===== src/rtl/tcs_pkg.sv =====
// shared constants and types for the triggered capture sequencer
package tcs_pkg;
  localparam int CLK_HZ = 40000000;
  localparam int US_CYCLES = CLK_HZ / 1000000;
  localparam int MS_CYCLES = CLK_HZ / 1000;
  localparam int TIMEOUT_MAX_MS = 655350;
  localparam int CODE_MIN = 1;
  localparam int CODE_MAX = 400;
  localparam int POOL_DEPTH = 254;
  localparam int SLOT_W = 8;
  localparam int CNT_W = 16;
  localparam int CODE_W = 9;
  localparam int TMR_W = 32;
  localparam int TO_W = 20;
  localparam logic [7:0] TRIG_CHAR_RESET = 8'h20;
  localparam logic [CNT_W-1:0] CNT_UNLIMITED = 16'h0000;
  localparam logic [TMR_W-1:0] TMR_ZERO = 32'h0000_0000;
  localparam logic [SLOT_W-1:0] SLOT_LAST = 8'hfd;
  localparam logic [SLOT_W-1:0] SLOT_ZERO = 8'h00;

  typedef enum logic { TCS_MODE_CONT, TCS_MODE_TIMED } tcs_mode_t;
  typedef enum logic [2:0] {
    TCS_IDLE, TCS_DELAY, TCS_BURST, TCS_CONT, TCS_TIMED
  } tcs_state_t;
endpackage


===== src/rtl/tcs_slot_ram.sv =====
// image buffer pool: per-slot capture tag memory, registered read
`timescale 1ns/1ps
module tcs_slot_ram
  import tcs_pkg::*;
(
  // clock
  input  wire logic              clk_sys,
  // write side
  input  wire logic              wr_en,
  input  wire logic [SLOT_W-1:0] wr_addr,
  input  wire logic [CNT_W-1:0]  wr_data,
  // read side
  input  wire logic [SLOT_W-1:0] rd_addr,
  output      logic [CNT_W-1:0]  rd_data
);
  logic [CNT_W-1:0] mem [POOL_DEPTH];

  always_ff @(posedge clk_sys) begin
    if (wr_en) begin
      mem[wr_addr] <= wr_data;
    end
    rd_data <= mem[rd_addr];
  end
endmodule


===== src/rtl/tcs_sequencer.sv =====
// read-cycle sequencer for triggered continuous and timed rapid capture
`timescale 1ns/1ps
module tcs_sequencer
  import tcs_pkg::*;
(
  // clock and reset
  input  wire logic              clk_sys,
  input  wire logic              rst_n,
  // configuration
  input  wire logic              cfg_mode,
  input  wire logic [7:0]        cfg_trig_char,
  input  wire logic              cfg_edge_rise,
  input  wire logic [TMR_W-1:0]  cfg_delay_us,
  input  wire logic [TMR_W-1:0]  cfg_gap_us,
  input  wire logic [CNT_W-1:0]  cfg_burst,
  input  wire logic [CNT_W-1:0]  cfg_captures,
  input  wire logic [CODE_W-1:0] cfg_codes,
  input  wire logic [TO_W-1:0]   cfg_timeout_ms,
  // trigger sources
  input  wire logic              ser_valid,
  input  wire logic [7:0]        ser_char,
  input  wire logic              trig_in,
  // camera
  output      logic              cap_start,
  output      logic [SLOT_W-1:0] cap_slot,
  input  wire logic              cap_done,
  // decoder
  output      logic              dec_start,
  output      logic [SLOT_W-1:0] dec_slot,
  output      logic [CNT_W-1:0]  dec_tag,
  input  wire logic              dec_done,
  input  wire logic [CODE_W-1:0] dec_found,
  // cycle result
  output      logic              cyc_busy,
  output      logic              cyc_end,
  output      logic              cyc_pass,
  output      logic [CODE_W-1:0] cyc_found
);
  function automatic logic [TMR_W-1:0] us_to_cyc(logic [TMR_W-1:0] us);
    us_to_cyc = TMR_W'(us * US_CYCLES);
  endfunction

  function automatic logic [SLOT_W-1:0] slot_inc(logic [SLOT_W-1:0] s);
    slot_inc = (s == SLOT_LAST) ? SLOT_ZERO : SLOT_W'(s + 1'b1);
  endfunction

  tcs_state_t        state_reg;
  logic              trig_d_reg;
  logic              trig;
  logic [TMR_W-1:0]  tmr_reg;
  logic [TMR_W-1:0]  ms_div_reg;
  logic [TO_W-1:0]   ms_cnt_reg;
  logic [CNT_W-1:0]  taken_reg;
  logic [CNT_W-1:0]  done_reg;
  logic [CNT_W-1:0]  proc_reg;
  logic [SLOT_W-1:0] wr_slot_reg;
  logic [SLOT_W-1:0] rd_slot_reg;
  logic              cam_busy_reg;
  logic              dec_busy_reg;
  logic [CODE_W-1:0] need;
  logic [CODE_W:0]   found_sum;
  logic              all_found;
  logic              timed_out;
  logic              count_hit;
  logic              can_cap;
  logic              want_cap;
  logic              want_dec;
  logic              finish;
  logic              active;

  // serial character or physical edge, either polarity
  assign trig = (ser_valid && ser_char == cfg_trig_char) ||
                (cfg_edge_rise ? (trig_in && !trig_d_reg)
                               : (!trig_in && trig_d_reg));

  // a count below the minimum is treated as the minimum
  assign need = (cfg_codes < CODE_W'(CODE_MIN)) ? CODE_W'(CODE_MIN) :
                (cfg_codes > CODE_W'(CODE_MAX)) ? CODE_W'(CODE_MAX) :
                cfg_codes;
  assign all_found = cyc_found >= need;
  // one bit wider so the saturation test sees the carry
  assign found_sum = {1'b0, cyc_found} + {1'b0, dec_found};
  assign timed_out = (cfg_timeout_ms != '0) &&
                     (ms_cnt_reg >= cfg_timeout_ms);
  assign count_hit = (cfg_captures != CNT_UNLIMITED) &&
                     (taken_reg >= cfg_captures);
  assign active = state_reg != TCS_IDLE && state_reg != TCS_DELAY;
  assign can_cap = active && !cam_busy_reg && !count_hit && !cap_done;

  always_comb begin
    want_cap = 1'b0;
    unique case (state_reg)
      TCS_BURST: want_cap = can_cap;
      TCS_CONT:  want_cap = can_cap && dec_done;
      TCS_TIMED: want_cap = can_cap && tmr_reg == TMR_ZERO;
      TCS_IDLE, TCS_DELAY: want_cap = 1'b0;
    endcase
  end

  // decode whatever is buffered while the camera keeps going
  // no fresh decode once the cycle is ending
  assign want_dec = active && !dec_busy_reg && !dec_done && !finish &&
                    done_reg != proc_reg;
  // timed mode needs every capture processed; count must be finite
  assign finish = active && (all_found || timed_out ||
                  (state_reg == TCS_TIMED && count_hit && !cam_busy_reg &&
                   !dec_busy_reg && done_reg == proc_reg));

  assign cap_start = want_cap;
  assign cap_slot  = wr_slot_reg;
  assign cyc_busy  = state_reg != TCS_IDLE;

  always_ff @(posedge clk_sys or negedge rst_n) begin
    if (!rst_n) begin
      trig_d_reg <= 1'b0;
    end else begin
      trig_d_reg <= trig_in;
    end
  end

  always_ff @(posedge clk_sys or negedge rst_n) begin
    if (!rst_n) begin
      state_reg <= TCS_IDLE;
    end else if (trig) begin
      state_reg <= TCS_DELAY;
    end else if (finish) begin
      state_reg <= TCS_IDLE;
    end else if (state_reg == TCS_DELAY && tmr_reg == TMR_ZERO) begin
      state_reg <= (cfg_mode == TCS_MODE_TIMED) ? TCS_TIMED
                                                 : TCS_BURST;
    end else if (state_reg == TCS_BURST && (taken_reg >= cfg_burst ||
                 count_hit)) begin
      state_reg <= TCS_CONT;
    end
  end

  // one timer serves the first-capture delay and the capture spacing
  always_ff @(posedge clk_sys or negedge rst_n) begin
    if (!rst_n) begin
      tmr_reg <= TMR_ZERO;
    end else if (trig) begin
      tmr_reg <= us_to_cyc(cfg_delay_us);
    end else if (want_cap && state_reg == TCS_TIMED) begin
      tmr_reg <= us_to_cyc(cfg_gap_us);
    end else if (tmr_reg != TMR_ZERO) begin
      tmr_reg <= tmr_reg - 1'b1;
    end
  end

  // whole-cycle timeout counts from the trigger in milliseconds
  always_ff @(posedge clk_sys or negedge rst_n) begin
    if (!rst_n) begin
      ms_div_reg <= TMR_ZERO;
      ms_cnt_reg <= '0;
    end else if (trig || !cyc_busy) begin
      ms_div_reg <= TMR_ZERO;
      ms_cnt_reg <= '0;
    end else if (ms_div_reg == TMR_W'(MS_CYCLES - 1)) begin
      ms_div_reg <= TMR_ZERO;
      if (!timed_out) begin
        ms_cnt_reg <= ms_cnt_reg + 1'b1;
      end
    end else begin
      ms_div_reg <= ms_div_reg + 1'b1;
    end
  end

  always_ff @(posedge clk_sys or negedge rst_n) begin
    if (!rst_n) begin
      cam_busy_reg <= 1'b0;
      taken_reg    <= '0;
      done_reg     <= '0;
      wr_slot_reg  <= SLOT_ZERO;
    end else if (trig) begin
      cam_busy_reg <= 1'b0;
      taken_reg    <= '0;
      done_reg     <= '0;
      wr_slot_reg  <= SLOT_ZERO;
    end else begin
      if (want_cap) begin
        cam_busy_reg <= 1'b1;
        taken_reg    <= taken_reg + 1'b1;
      end else if (cap_done && cam_busy_reg) begin
        cam_busy_reg <= 1'b0;
        done_reg     <= done_reg + 1'b1;
        wr_slot_reg  <= slot_inc(wr_slot_reg);
      end
    end
  end

  // decoder issue; slot ram read is one cycle, so tag lags start
  always_ff @(posedge clk_sys or negedge rst_n) begin
    if (!rst_n) begin
      dec_busy_reg <= 1'b0;
      dec_start    <= 1'b0;
      dec_slot     <= SLOT_ZERO;
      proc_reg     <= '0;
      rd_slot_reg  <= SLOT_ZERO;
    end else if (trig) begin
      dec_busy_reg <= 1'b0;
      dec_start    <= 1'b0;
      proc_reg     <= '0;
      rd_slot_reg  <= SLOT_ZERO;
    end else begin
      dec_start <= want_dec;
      if (want_dec) begin
        dec_busy_reg <= 1'b1;
        dec_slot     <= rd_slot_reg;
        rd_slot_reg  <= slot_inc(rd_slot_reg);
        proc_reg     <= proc_reg + 1'b1;
      end else if (dec_done) begin
        dec_busy_reg <= 1'b0;
      end
    end
  end

  always_ff @(posedge clk_sys or negedge rst_n) begin
    if (!rst_n) begin
      cyc_found <= '0;
    end else if (trig) begin
      cyc_found <= '0;
    end else if (dec_done && dec_busy_reg && active) begin
      cyc_found <= (found_sum > (CODE_W+1)'(CODE_MAX)) ?
                   CODE_W'(CODE_MAX) : found_sum[CODE_W-1:0];
    end
  end

  always_ff @(posedge clk_sys or negedge rst_n) begin
    if (!rst_n) begin
      cyc_end  <= 1'b0;
      cyc_pass <= 1'b0;
    end else begin
      cyc_end  <= (finish && !trig) || (trig && active);
      cyc_pass <= finish && !trig && all_found;
    end
  end

  tcs_slot_ram u_slot_ram (
    .clk_sys (clk_sys),
    .wr_en   (cap_done && cam_busy_reg),
    .wr_addr (wr_slot_reg),
    .wr_data (done_reg),
    .rd_addr (dec_slot),
    .rd_data (dec_tag)
  );
endmodule


===== config.mk =====
export PLATFORM = sky130hd
export DESIGN_NAME = tcs_sequencer
export DESIGN_NICKNAME = d
export VERILOG_FILES = /design/src/rtl/tcs_pkg.sv /design/src/rtl/tcs_slot_ram.sv /design/src/rtl/tcs_sequencer.sv
export SDC_FILE = /design/constraint.sdc
export NUM_CORES = 2
export LEC_CHECK = 0
export BUFFER_PORTS_ARGS = -buffer_cell sky130_fd_sc_hd__buf_2
export CAP_MARGIN = 20
export CORE_ASPECT_RATIO = 0.5
export CORE_UTILIZATION = 30
export CTS_CLUSTER_SIZE = 40
export DETAILED_ROUTE_END_ITERATION = 10
export PLACE_DENSITY = 0.56
export SLEW_MARGIN = 20
export SYNTH_ARGS = -nofsm -noshare
export SYNTH_HDL_FRONTEND = slang
export SYNTH_HIERARCHICAL = 1
export SYNTH_SLANG_ARGS = --single-unit

===== constraint.sdc =====
create_clock -name clk_sys -period 6 [get_ports clk_sys]
set_clock_uncertainty 0.05 [all_clocks]
set_input_delay 0.9 -clock clk_sys [delete_from_list [all_inputs] [get_ports clk_sys]]
set_output_delay 0.9 -clock clk_sys [all_outputs]
set_load 0.05 [all_outputs]

==> reports/results.txt <==
Hold crit path type: primary input to register
Tmin final: 4.780 ns
Number of port buffers: 197
PD cells: 293.6 nW/um^2
Leak pwr: 69.89 nW
Crit-path slowest cell: or4_1
Antenna violations before repair: 31
Synth cell types: 93
Clk sinks: 4254
Fin. Hold Viols: 0
Drt drc: 0
Area leader, netlist: edfxtp_1
CP Launch Point: tmr_reg[15]
Io pins: 204
Status: finished clean
YS warnings: 6
Total track usage: 16.10%
Kind of critical path: register to primary output
CP bufs+invs: 1
Slew Viols, Final: 0
Final #Nets: 9428
Initial Util: 30.25%
Core Footprint: 566800 sq um
Critical path arrival: 3.83 ns
Synth top area share: 71.19%
Synthesized net count: 8765
Chip Width: 1.071 mm
Setup_tns: 0 ns
Most frequent cells in the layout: edfxtp_1, mux4_2, buf_4
Max FFs per register: 4064
CP Max Fanout: 11
Startpoint types: register
Routability cong.: 0.8349
Post-CTS Setup Bufs: 0
Crit-path max cell delay: 0.57 ns
Global route overflow: 0
Number of flops mapped to enable cells by yosys: 4064
Min-delay src: cfg_delay_us[0]
#FFs+latches synth: 4254
First-pass GRT wire length: 672.7 mm
Num CTS Buffers: 400
Clock tree buffer depth: 4
P&R area growth vs syn: 14.74%
CTS resizes: 0
Syn_area_per_cell: 20.36 sq um
Crit path cell chain: or4_1 -> or3_1 -> nor4b_4 -> nor3_2 -> a211oi_2 -> buf_2
Routed vias/inst: 5.213
Rows: 195
Vias in the first global route: 87850
Largest net degree at the start of global routing: 192
Period utilization: 79.67%
Commonest non-fill, non-tap cell in the layout: edfxtp_1
Max Cap Viol: 0
Share of cells above drive strength 1: 27.37%
Die area: 574700 sq um
DRT antenna net count: 0
Initial drt markers: 10110
Peak Freq: 0.2092 GHz
Drt pass-1 iters: 6
Die height: 536.5 um
Critical Path End Type: primary output
HPWL after DPL: 298.0 mm
Drt wl/cell: 27.98 um
Root Buffer: clkbuf_16
Main area contributors after synthesis: edfxtp_1, mux4_2, dfrtp_1
TritonCTS clock tree: yes
CTS H-Tree Depth: 5
Worst endpoint required time: 5.05 ns
Finish-stage setup viols: 0
Clock latency on the worst-skew pair: 1.02 ns
RSZ-0062 raised after global routing: no
Final wirelength: 475.6 mm
Cell Area, Synth: 171400 sq um
Worst-path clk slew: 0.06 ns
Vias: 88600
Slew @ Worst Pin: 1.266 ns
Peak VDD IR: 0.2748 mV
Crit path max-delay family: simple AND/OR/NAND/NOR gates
Cells after Synth: 8422
RR Startpoint: dec_slot[1]
FFs w/ async S/R, synth: 4.090%
Max-slew headroom: 15.59%
Final Power: 0.05775 W
Top_reg_cell synth: edfxtp_1
Post-synthesis sequential area ratio: 73.91%
worst min-delay path, stage by stage:
cell and delay (ns):
buf_2 0.09, nor2_1 0.04, nor2_1 0.09
stage by stage:
| step | setup WS (ns) | std cells | area, sq um | hold slack (ns) | utilization, % |
|---|---|---|---|---|---|
| final | 1.220 | 17000 | 196700 | 0.2051 | 34.71 |
| after global routing | 0.9992 | 16990 | 196700 | 0.1734 | 34.70 |
| after CTS | 1.113 | 16980 | 196500 | 0.1188 | 34.66 |
| after detailed placement | 0.9873 | 16260 | 184200 | 0.4608 | 32.50 |
| after global placement | 0.9345 | 16250 | 184000 | 0.4603 | 32.47 |
| after floorplan | 0.9204 | 8422 | 171400 | 0.4190 | - |
synthesized netlist by cell type (21+ instances only):
cell / count
edfxtp_1: 4064
mux4_2: 1052
nor2_1: 466
nand2_1: 286
mux2i_1: 248
ha_1: 182
dfrtp_1: 174
a21oi_1: 164
clkbuf_1: 151
buf_2: 117
xor2_1: 104
nand3_1: 90
o21ai_0: 87
inv_1: 81
o22ai_1: 67
xnor2_1: 63
nor3_1: 60
nor4_1: 57
o221ai_1: 55
nand4_1: 53
buf_6: 51
buf_4: 48
nor2b_1: 41
a211oi_1: 40
mux2_2: 39
nand2b_1: 36
and3_1: 34
a22oi_1: 31
o211ai_1: 31
a21o_1: 30
buf_8: 28
buf_1: 26
or3_1: 25
a221oi_1: 24
or4_1: 22
a31oi_1: 21
where the power goes:
part           internal, W  switching, W  leakage (nW)
Sequential          0.0321     0.0000887          47.8
Combinational     0.000525      0.000748          16.1
Clock               0.0132        0.0111          5.97
timing repair:
item                                    4_1_cts  5_1_grt
hold endpoints to repair                     74        0
hold buffers                                  2        0
endpoints found under the setup margin        0        0
path summary, 6_finish.rpt:
check                                        endpoint  slack, ns  cells after the start
worst min register to register          ms_div_reg[0]       0.47                      1
worst min-delay path                       tmr_reg[3]       0.21                      3
max in group asynchronous              ms_cnt_reg[12]       4.16                      3
min in group asynchronous                 cap_slot[4]       0.49                      2
worst max-delay path                        cap_start       1.22                      6
worst max register to register  u_slot_ram/rd_data[8]       1.57                      7
cell type report:
cell class,count,area (sq um)
fill,52710,370100
inverter,84,330.3
antenna,9,22.52
tap,7584,9489
clock inverter,214,1624
multi-input combinational,3654,42390
clock buffer,505,10620
timing repair buffer,691,5433
sequential,4254,126800
kinds of logic after synthesis:
group	after synthesis	share of synthesized area, %
buffers and inverters	514	1.809
and+or+nand+nor	1240	3.409
muxes	1358	15.82
DFF	4254	73.91
xor gates and xnor gates	167	0.8532
adders and majority gates	185	1.363
AOI/OAI and AO/OA	704	2.836
routing by layer:
metal	part of all wire (%)	vias up	track usage (%)
li1	-	36360	-
met1	43	48160	23.15
met2	46	3395	25.15
met3	7.9	664	2.907
met4	3.0	24	4.506
met5	0.033	-	0
Note: power is estimated with default switching activity, not from simulation.
